File: src/hdl/bandgap_reference_defines.svh
// Register offsets, field positions, reset values and rule summary for the band gap reference bank
// How it works
// - Each of the three reference channels has its own control register and is gated on its own.
// - Channel 0 feeds only the on-chip analog consumers and has no pin output enable bit.
// - Bit 15 set enables the channel's band gap and buffer; clear powers both down.
// - Bit 13 set turns the buffer off while the device is in Idle; clear keeps it running through Idle.
// - On channels 1 and 2, bit 7 set routes the buffered reference to the pin; clear leaves the pin undriven.
// - Bit 6 set places the buffer in low-power standby; clear lets it work normally.
// - Unused bits ignore writes and read back as zero.
`ifndef BANDGAP_REFERENCE_DEFINES_SVH
`define BANDGAP_REFERENCE_DEFINES_SVH

// Register offsets on the plain register port
`define REF_CTRL0_OFFSET 4'h0
`define REF_CTRL1_OFFSET 4'h1
`define REF_CTRL2_OFFSET 4'h2

// Field positions
`define REF_ENABLE_BIT 15
`define REF_IDLE_STOP_BIT 13
`define REF_SLEEP_RUN_BIT 12
`define REF_PIN_DRIVE_BIT 7
`define REF_STANDBY_BIT 6
`define REF_LEVEL_LSB 0
`define REF_LEVEL_MSB 1

// Implemented bit masks
`define REF_MASK_INTERNAL 16'hb043
`define REF_MASK_BUFFERED 16'hb0c3

// Reset value of every control register
`define REF_CTRL_RESET 16'h0000

`endif

File: src/hdl/bandgap_reference_pkg.sv
// Types shared by the band gap reference bank
package bandgap_reference_pkg;
    typedef logic [15:0] ref_ctrl_t;
    typedef logic [1:0] ref_level_t;
    typedef enum logic [1:0] {
        PWR_RUN,
        PWR_IDLE,
        PWR_SLEEP
    } power_state_t;
endpackage : bandgap_reference_pkg

File: src/hdl/bandgap_reference_control.sv
// Control register bank for the three band gap reference channels
//
// Strobed register access and the address map are this design's own decisions.
`timescale 1ns/1ps
`include "bandgap_reference_defines.svh"
module bandgap_reference_control
    import bandgap_reference_pkg::*;
#(
    parameter int ADDR_W = 4
) (
    // Clock and reset
    input wire logic i_sys_clk,
    input wire logic i_rst_n,
    // Register port
    input wire logic [ADDR_W-1:0] i_addr,
    input wire logic [15:0] i_wdata,
    input wire logic i_wr,
    input wire logic i_rd,
    output logic [15:0] o_rdata,
    // Device power state, same clock domain
    input wire logic i_idle,
    input wire logic i_sleep,
    // Analog controls, one bit per channel except o_level, which has two bits per channel
    output logic [2:0] o_bandgap_enable,
    output logic [2:0] o_buffer_enable,
    output logic [2:0] o_standby,
    output logic [2:0] o_pin_drive,
    output logic [5:0] o_level
);
    // Offsets are 4-bit; a narrower port could not reach them
    if (ADDR_W < 4) begin : g_addr_w_check
        $error("ADDR_W must be at least 4");
    end

    ref_ctrl_t ctrl_ff [3];
    ref_ctrl_t nxt_ctrl [3];
    logic [15:0] rdata_ff;
    logic [15:0] nxt_rdata;
    power_state_t pwr_state;

    // Mask of bits that exist in a channel's register
    function automatic ref_ctrl_t chan_mask(input int ch);
        chan_mask = (ch == 0) ? `REF_MASK_INTERNAL : `REF_MASK_BUFFERED;
    endfunction : chan_mask

    // Register index for an address, 3 when unmapped
    function automatic logic [1:0] decode(input logic [ADDR_W-1:0] a);
        decode = 2'h3;
        if (a == ADDR_W'(`REF_CTRL0_OFFSET)) begin
            decode = 2'h0;
        end else if (a == ADDR_W'(`REF_CTRL1_OFFSET)) begin
            decode = 2'h1;
        end else if (a == ADDR_W'(`REF_CTRL2_OFFSET)) begin
            decode = 2'h2;
        end
    endfunction : decode

    // Sleep outranks Idle when both are reported
    always_comb begin
        if (i_sleep) begin
            pwr_state = PWR_SLEEP;
        end else if (i_idle) begin
            pwr_state = PWR_IDLE;
        end else begin
            pwr_state = PWR_RUN;
        end
    end

    // Writes land in one channel only; unused bits are dropped
    always_comb begin
        for (int i = 0; i < 3; i++) begin
            nxt_ctrl[i] = ctrl_ff[i];
            if (i_wr && decode(i_addr) == 2'(i)) begin
                nxt_ctrl[i] = i_wdata & chan_mask(i);
            end
        end
    end

    // Read data stands one cycle after the strobe; unmapped reads give zero
    always_comb begin
        nxt_rdata = 16'h0000;
        if (i_rd) begin
            case (decode(i_addr))
                2'h0: nxt_rdata = ctrl_ff[0];
                2'h1: nxt_rdata = ctrl_ff[1];
                2'h2: nxt_rdata = ctrl_ff[2];
                default: nxt_rdata = 16'h0000;
            endcase
        end
    end

    // Control words; reset leaves every channel powered down
    always_ff @(posedge i_sys_clk or negedge i_rst_n) begin
        if (!i_rst_n) begin
            for (int i = 0; i < 3; i++) begin
                ctrl_ff[i] <= `REF_CTRL_RESET;
            end
        end else begin
            for (int i = 0; i < 3; i++) begin
                ctrl_ff[i] <= nxt_ctrl[i];
            end
        end
    end

    // Read data register; it falls back to zero once the read slot is over
    always_ff @(posedge i_sys_clk or negedge i_rst_n) begin
        if (!i_rst_n) begin
            rdata_ff <= 16'h0000;
        end else begin
            rdata_ff <= nxt_rdata;
        end
    end

    assign o_rdata = rdata_ff;

    // One gate per channel; only channels 1 and 2 own a pin
    for (genvar g = 0; g < 3; g++) begin : g_chan
        ref_channel_gate #(
            .HAS_PIN(g != 0)
        ) u_gate (
            .i_sys_clk(i_sys_clk),
            .i_rst_n(i_rst_n),
            .i_ctrl(ctrl_ff[g]),
            .i_pwr_state(pwr_state),
            .o_bandgap_enable(o_bandgap_enable[g]),
            .o_buffer_enable(o_buffer_enable[g]),
            .o_standby(o_standby[g]),
            .o_pin_drive(o_pin_drive[g]),
            .o_level(o_level[2*g+1:2*g])
        );
    end
endmodule : bandgap_reference_control

File: src/hdl/ref_channel_gate.sv
// One reference channel: decodes its control word against the device power state
`timescale 1ns/1ps
`include "bandgap_reference_defines.svh"
module ref_channel_gate
    import bandgap_reference_pkg::*;
#(
    parameter bit HAS_PIN = 1'b1
) (
    // Clock and reset
    input wire logic i_sys_clk,
    input wire logic i_rst_n,
    // Control and power state
    input wire ref_ctrl_t i_ctrl,
    input wire power_state_t i_pwr_state,
    // Analog controls
    output logic o_bandgap_enable,
    output logic o_buffer_enable,
    output logic o_standby,
    output logic o_pin_drive,
    output ref_level_t o_level
);
    logic bandgap_en_ff;
    logic buffer_en_ff;
    logic standby_ff;
    logic pin_ff;
    ref_level_t level_ff;
    logic nxt_bandgap_en;
    logic nxt_buffer_en;
    logic nxt_standby;
    logic nxt_pin;
    ref_level_t nxt_level;

    // Combine control bits with Idle and Sleep
    always_comb begin
        logic sleep_off;
        logic idle_off;
        sleep_off = 1'b0;
        idle_off = 1'b0;
        sleep_off = (i_pwr_state == PWR_SLEEP) && !i_ctrl[`REF_SLEEP_RUN_BIT];
        idle_off = (i_pwr_state == PWR_IDLE) && i_ctrl[`REF_IDLE_STOP_BIT];
        nxt_bandgap_en = i_ctrl[`REF_ENABLE_BIT] && !sleep_off;
        nxt_buffer_en = nxt_bandgap_en && !idle_off;
        nxt_standby = nxt_buffer_en && i_ctrl[`REF_STANDBY_BIT];
        // Pin only carries a live buffer; channel 0 never drives one
        nxt_pin = HAS_PIN && nxt_buffer_en && i_ctrl[`REF_PIN_DRIVE_BIT];
        nxt_level = i_ctrl[`REF_LEVEL_MSB:`REF_LEVEL_LSB];
    end

    // Register the analog controls so they never glitch
    always_ff @(posedge i_sys_clk or negedge i_rst_n) begin
        if (!i_rst_n) begin
            bandgap_en_ff <= 1'b0;
            buffer_en_ff <= 1'b0;
            standby_ff <= 1'b0;
            pin_ff <= 1'b0;
            level_ff <= 2'h0;
        end else begin
            bandgap_en_ff <= nxt_bandgap_en;
            buffer_en_ff <= nxt_buffer_en;
            standby_ff <= nxt_standby;
            pin_ff <= nxt_pin;
            level_ff <= nxt_level;
        end
    end

    assign o_bandgap_enable = bandgap_en_ff;
    assign o_buffer_enable = buffer_en_ff;
    assign o_standby = standby_ff;
    assign o_pin_drive = pin_ff;
    assign o_level = level_ff;
endmodule : ref_channel_gate
File: config.mk
export PLATFORM = sky130hd
export DESIGN_NAME = bandgap_reference_control
export DESIGN_NICKNAME = d
export VERILOG_FILES = /design/src/hdl/bandgap_reference_pkg.sv /design/src/hdl/bandgap_reference_control.sv /design/src/hdl/ref_channel_gate.sv
export VERILOG_INCLUDE_DIRS = /design/src /design/src/hdl
export SDC_FILE = /design/constraint.sdc
export NUM_CORES = 1
export LEC_CHECK = 0
export BUFFER_PORTS_ARGS = -buffer_cell sky130_fd_sc_hd__buf_2
export CAP_MARGIN = 15
export CORE_ASPECT_RATIO = 1.2
export CORE_MARGIN = 2
export CORE_UTILIZATION = 54
export DETAILED_ROUTE_END_ITERATION = 16
export PLACE_DENSITY = 0.84
export SYNTH_ARGS = -nofsm -noshare
export SYNTH_HDL_FRONTEND = slang
export SYNTH_SLANG_ARGS = --single-unit
File: constraint.sdc
create_clock -name i_sys_clk -period 2.05 [get_ports i_sys_clk]
set_input_delay 0.1025 -clock i_sys_clk [delete_from_list [all_inputs] [get_ports i_sys_clk]]
set_output_delay 0.1025 -clock i_sys_clk [all_outputs]
set_load 0.01 [all_outputs]
---- Yosys cells after proc, flatten, opt, wreduce, memory -nomap -nowiden ----
Index checks and enable logic that the tools add are counted.
storage, ports and cells
  flip-flop bits (word level) ............. 53
  input port bits ......................... 26
operators by class
  equal/unequal tests ..................... 8
  multiplexer cells ....................... 8
  reduce and logical (&&, ||, !) cells .... 32
operators by type and width
  kind                number
  $pmux 16 s3         1
  $logic_and 1x1->1   20
  $mux 16             1
  $logic_not 1->1     9
  $mux 2              4
  $eq 2x1->1 const B  3
  $eq 2x2->1 const B  3
  $eq 4x1->1 const B  1
  $eq 4x2->1 const B  1
  $logic_not 2->1     2
  $logic_not 4->1     1
  $mux 1              2

---- Logic depth before layout (Yosys ltp) ----
  word-level depth ........................ 8
  gate-level depth with buffers ........... 5
  mapped depth without buffers ............ 3

---- By module ----
From an unflattened synthesis, not the netlist that was laid out.
second synthesis, totals
  cells, all modules ...................... 135
  area total of the unflattened synthesis .. 1,896.8 µm²
by module, submodules not included
  module                                   instances  cells each  area an instance (µm²)
  bandgap_reference_control                1          94          1,251.2
  ref_channel_gate (g_chan[1].u_gate ...)  2          14          227.7
  ref_channel_gate (g_chan[0].u_gate)      1          13          190.2

---- Least setup slack after synthesis ----
OpenSTA, ideal clock, no wires.
  kind .................................... input to register
  start point ............................. in i_addr[3]
  end point ............................... reg ctrl_ff[32] (netlist name)
  setup time .............................. 0.125 ns
  arrival ................................. 0.991 ns
  data required time ...................... 1.925 ns
  path slack .............................. 0.934 ns
  cell stages on the path ................. 4
  path through ............................ nor2_2 nor4bb_4 buf_6 mux2_4
between the ends
  cells in the longest elaborated chain, start to end .. 6
  elaborated cells between the ends (all ways) .. 8
  classes of those cells .................. 2 x eq/ne; 3 x mux; 3 x reduce/logical
RTL lines
  what                            RTL line                          text
  start: declaration              bandgap_reference_control.sv:15   input wire logic [ADDR_W-1:0] i_addr,
  $eq 4x2->1                      bandgap_reference_control.sv:53   end else if (a == ADDR_W'(`REF_CTRL2_OFFSET)) begin
  $mux 1                          bandgap_reference_control.sv:53
  $mux 2                          bandgap_reference_control.sv:51   end else if (a == ADDR_W'(`REF_CTRL1_OFFSET)) begin
  $mux 2 (*)                      bandgap_reference_control.sv:49   if (a == ADDR_W'(`REF_CTRL0_OFFSET)) begin
  $logic_not 2->1 (*)             bandgap_reference_control.sv:73   if (i_wr && decode(i_addr) == 2'(i)) begin
  $logic_and 1x1->1 (*)           bandgap_reference_control.sv:73
  end signal: indexed assignment  bandgap_reference_control.sv:96   ctrl_ff[i] <= `REF_CTRL_RESET;
  end signal: indexed assignment  bandgap_reference_control.sv:100  ctrl_ff[i] <= nxt_ctrl[i];
  end: declaration                bandgap_reference_control.sv:35   ref_ctrl_t ctrl_ff [3];
Every way passes the cells marked *; elsewhere a longest branch is shown, timed or not.
A chain may end at the register's enable or synchronous reset.

---- Worst setup path after layout ----
  start point ............................. in i_addr[3]
  end point ............................... reg ctrl_ff[45] (netlist name)
The elaborated chain is that of the path after synthesis.

==> qor.yml <==
final_layout:
  fin_util_pct: 62.0
  nFillCells: 277
  antenna_cells: 0
  drive_gt1_share_pct: 43.0
  area_delta_synth_final_pct: 9.74
  fin_nets: 197
sta:
  rsz0062_at_grt: "false"
  hold_viol: 0
  max_freq_mhz: 810
  worst_pin_slew_ns: 0.936
  fin_worst_skew_ns: 0.00206
  fin_crit_ns: 1.23
  fin_ws_ns: 0.816
  relSlewSlack_pct: 37.6
  fin_tns_setup_ns: 0
  slew_violations: 0
  post-route-period-util_pct: 60.2
  setup_viol: 0
global_route:
  grt_max_degree: 45
  grt_antenna_before_repair: 0
  grt_pass1_vias: 1160
  overflow: 0
  grt_usage_pct: 18.7
  grt_pass1_wl_um: 5510
route:
  wire_per_inst_um: 15.6
  viasPerCell: 5.24
  drtAntennaViolNets: 0
  drt_iter0_markers: 27
  drt-total-wl_um: 3250
  first_pass_iters: 4
  drcViolationCount: 0
  vias: 1095
pwr:
  internal-power_mw: 1.51
  cellLeakagePower_nw: 1.10
  power_frac_seq_pct: 55.0
  clkPwrFrac_pct: 26.4
  combPwrFrac_pct: 18.7
  p_sw_mw: 0.547
  powerDensity_nw_per_um2: 984
  power_switching_share_pct: 26.7
  peakVddDrop_uv: 612
clock_tree:
  clk_latency_ns: 0.30
  cts_tree: "done"
  cts-buffers-inserted: 5
  cts.sinks: 44
  clockBufferDepth: 2
  htreeDepth: 2
  cts_root_buf: "clkbuf_8"
  cts.reportedPaths.clkPinSlew_ns: 0.07
  cts_setup_buffers: 0
logic_synthesis:
  ys_seq_area_share_pct: 57.9
  syn_inst: 139
  ys_top_cells_by_area: "dfrtp_1 (58%), buf_4 (8.3%), mux2_2 (8.3%), mux2_4 (4.7%), mux2i_1 (3.2%)"
  synth_seq_cells: 44
  yosys.area_share.simple_pct: 9.41
  synthTopCellsByCount: "dfrtp_1 (44), buf_4 (21), mux2_2 (14)"
  synth_compound_area_share_pct: 5.07
  synth-edff-count: 0
  synth_top_cell_area_share_pct: 57.9
  yosysMostFrequentCell: "dfrtp_1"
  synth-adder-area-share_pct: 0
  synth_top_family_by_area: "multiplexers"
  async_flop_share_pct: 100
  synth_flop_cell: "dfrtp_1"
  ys_types: 27
  synthesis.area_um2: 1900
  yosysWarningCount: 0
  synth_area_leader_cell: "dfrtp_1"
  synth.area.mux_share_pct: 16.2
  synthXorXnorAreaFrac_pct: 0
  syn_avg_cell_area_um2: 13.7
worst_setup_path:
  required_ns: 2.23
  cp_max_fo: 6
  cp-start-kind: "primary input"
  regToRegStartpoint: "ctrl_ff[44]$_DFFE_PN0P_"
  critical_path_class: "in2reg"
  cp-endpoint: "ctrl_ff[45]$_DFFE_PN0P_"
  reg2reg_to: "g_chan[0].u_gate.o_standby$_DFF_PN0_"
  cp_data_arrival_time_ns: 1.42
  reg2reg_slack_ns: 1.05
  startpoint: "i_addr[3]"
  crit_path_end_kind: "register"
  r2r.worst_path.cells: 2
placement:
  hpwl_um: 2380
  post-place-ws_ns: 0.497
  place_congestion: 0.742
  port_buffers: 40
hold_path:
  hp-class: "in2reg"
die:
  core-area_um2: 3370
  die_area_um2: 4010
  die_x_um: 58.2
  io_pins: 60
  rows: 23
  die_y_um: 69.0
  floorplan.initialDensity_pct: 56.5
flow_run:
  maxCapViolCount: 0
outcome:
  status: "finished clean"
-- flip-flops by register name, indices dropped and copies added, names as in the netlist --
name,cells
ctrl_ff,20
g_chan.u_gate.o_level,6
g_chan.u_gate.o_buffer_enable,3
g_chan.u_gate.o_standby,3
o_rdata,7
g_chan.u_gate.o_bandgap_enable,3
g_chan.u_gate.o_pin_drive,2
-- placed cells by master (no fill, tap or decap), drive strengths merged --
| master | instances |
|---|---|
| a21oi | 4 |
| dlygate4sd3 | 1 |
| a211oi | 1 |
| nand3 | 1 |
| nor2b | 3 |
| mux2 | 20 |
| nand3b | 2 |
| conb | 10 |
| dfrtp | 44 |
| a2bb2oi | 3 |
| a22oi | 1 |
| buf | 40 |
| mux2i | 6 |
| inv | 5 |
| o21a | 2 |
| clkbuf | 8 |
| nand2 | 4 |
| o21ai | 1 |
| or2 | 3 |
| nand4b | 1 |
| nor2 | 5 |
| nor4bb | 1 |
| o211ai | 2 |
| and3 | 4 |
-- power groups by stage --
stage,Clock (mW),Sequential [mW],Combinational (mW)
floorplan,0,1.13,0.301
global placement,0,1.13,0.370
detailed placement,0,1.14,0.387
CTS,0.560,1.13,0.390
global route,0.597,1.15,0.423
finish,0.541,1.13,0.383
-- layer usage --
layer  vias up  routed length, µm  GRT usage (%)  part of all wire [%]
li1        503                  -              -                     -
met2        39               1740           30.6                    53
met3         7                225           7.50                   6.9
met5         -                  0              0                     0
met4         0                 59           8.79                   1.8
met1       546               1230           20.9                    38
-- worst max-delay path: stages --
cell      delay, ns
buf_2          0.10
nor2_2         0.22
nor4bb_4       0.63
mux2_4         0.35
-- through the flow --
step | power (mW) | cell area, µm² | cells | hold slack (ns)
after floorplan | 1.43 | 1940 | 148 | -0.193
after global placement | 1.50 | 1990 | 200 | 0.266
after detailed placement | 1.53 | 1990 | 200 | 0.292
after CTS | 2.08 | 2090 | 209 | 0.0426
after global routing | 2.17 | 2090 | 209 | 0.0412
final | 2.05 | 2090 | 209 | 0.0477
-- repair_timing --
| item | in CTS | in global routing |
|---|---|---|
| hold endpoints to repair | 44 | 0 |
| resized for setup | 0 | 0 |
| hold buffers | 1 | 0 |
-- area by class of cell --
| cell class | instances | area (µm²) | area share, % |
|---|---|---|---|
| Multi-Input combinational cell | 74 | 621 | 29.7 |
| Timing Repair Buffer | 41 | 210 | 10.1 |
| Inverter | 5 | 18.8 | 0.899 |
| Clock buffer | 8 | 90.1 | 4.32 |
| Tap cell | 37 | 46.3 | 2.22 |
| Sequential cell | 44 | 1100 | 52.8 |
-- worst min path at each step --
| stage | start | endpoint | slack (ns) | cells after the start |
|---|---|---|---|---|
| after floorplan | i_rst_n | ctrl_ff[0]$_DFFE_PN0P_ | -0.19 | 0 |
| after global placement | i_rst_n | ctrl_ff[16]$_DFFE_PN0P_ | 0.27 | 1 |
| after detailed placement | i_rst_n | g_chan[0].u_gate.o_level[0]$_DFF_PN0_ | 0.29 | 1 |
| after CTS | i_wdata[7] | ctrl_ff[23]$_DFFE_PN0P_ | 0.04 | 2 |
| after global routing | i_wdata[7] | ctrl_ff[23]$_DFFE_PN0P_ | 0.04 | 2 |
| final | i_wdata[7] | ctrl_ff[23]$_DFFE_PN0P_ | 0.05 | 2 |
-- kinds of logic after synthesis --
| group | after synthesis |
|---|---|
| other | 1 |
| buffers and inverters | 30 |
| multiplexers | 26 |
| AO/OA/AOI/OAI | 14 |
| AND/OR/NAND/NOR | 24 |
| flip-flops | 44 |
Note: power is estimated with default switching activity, not from simulation.
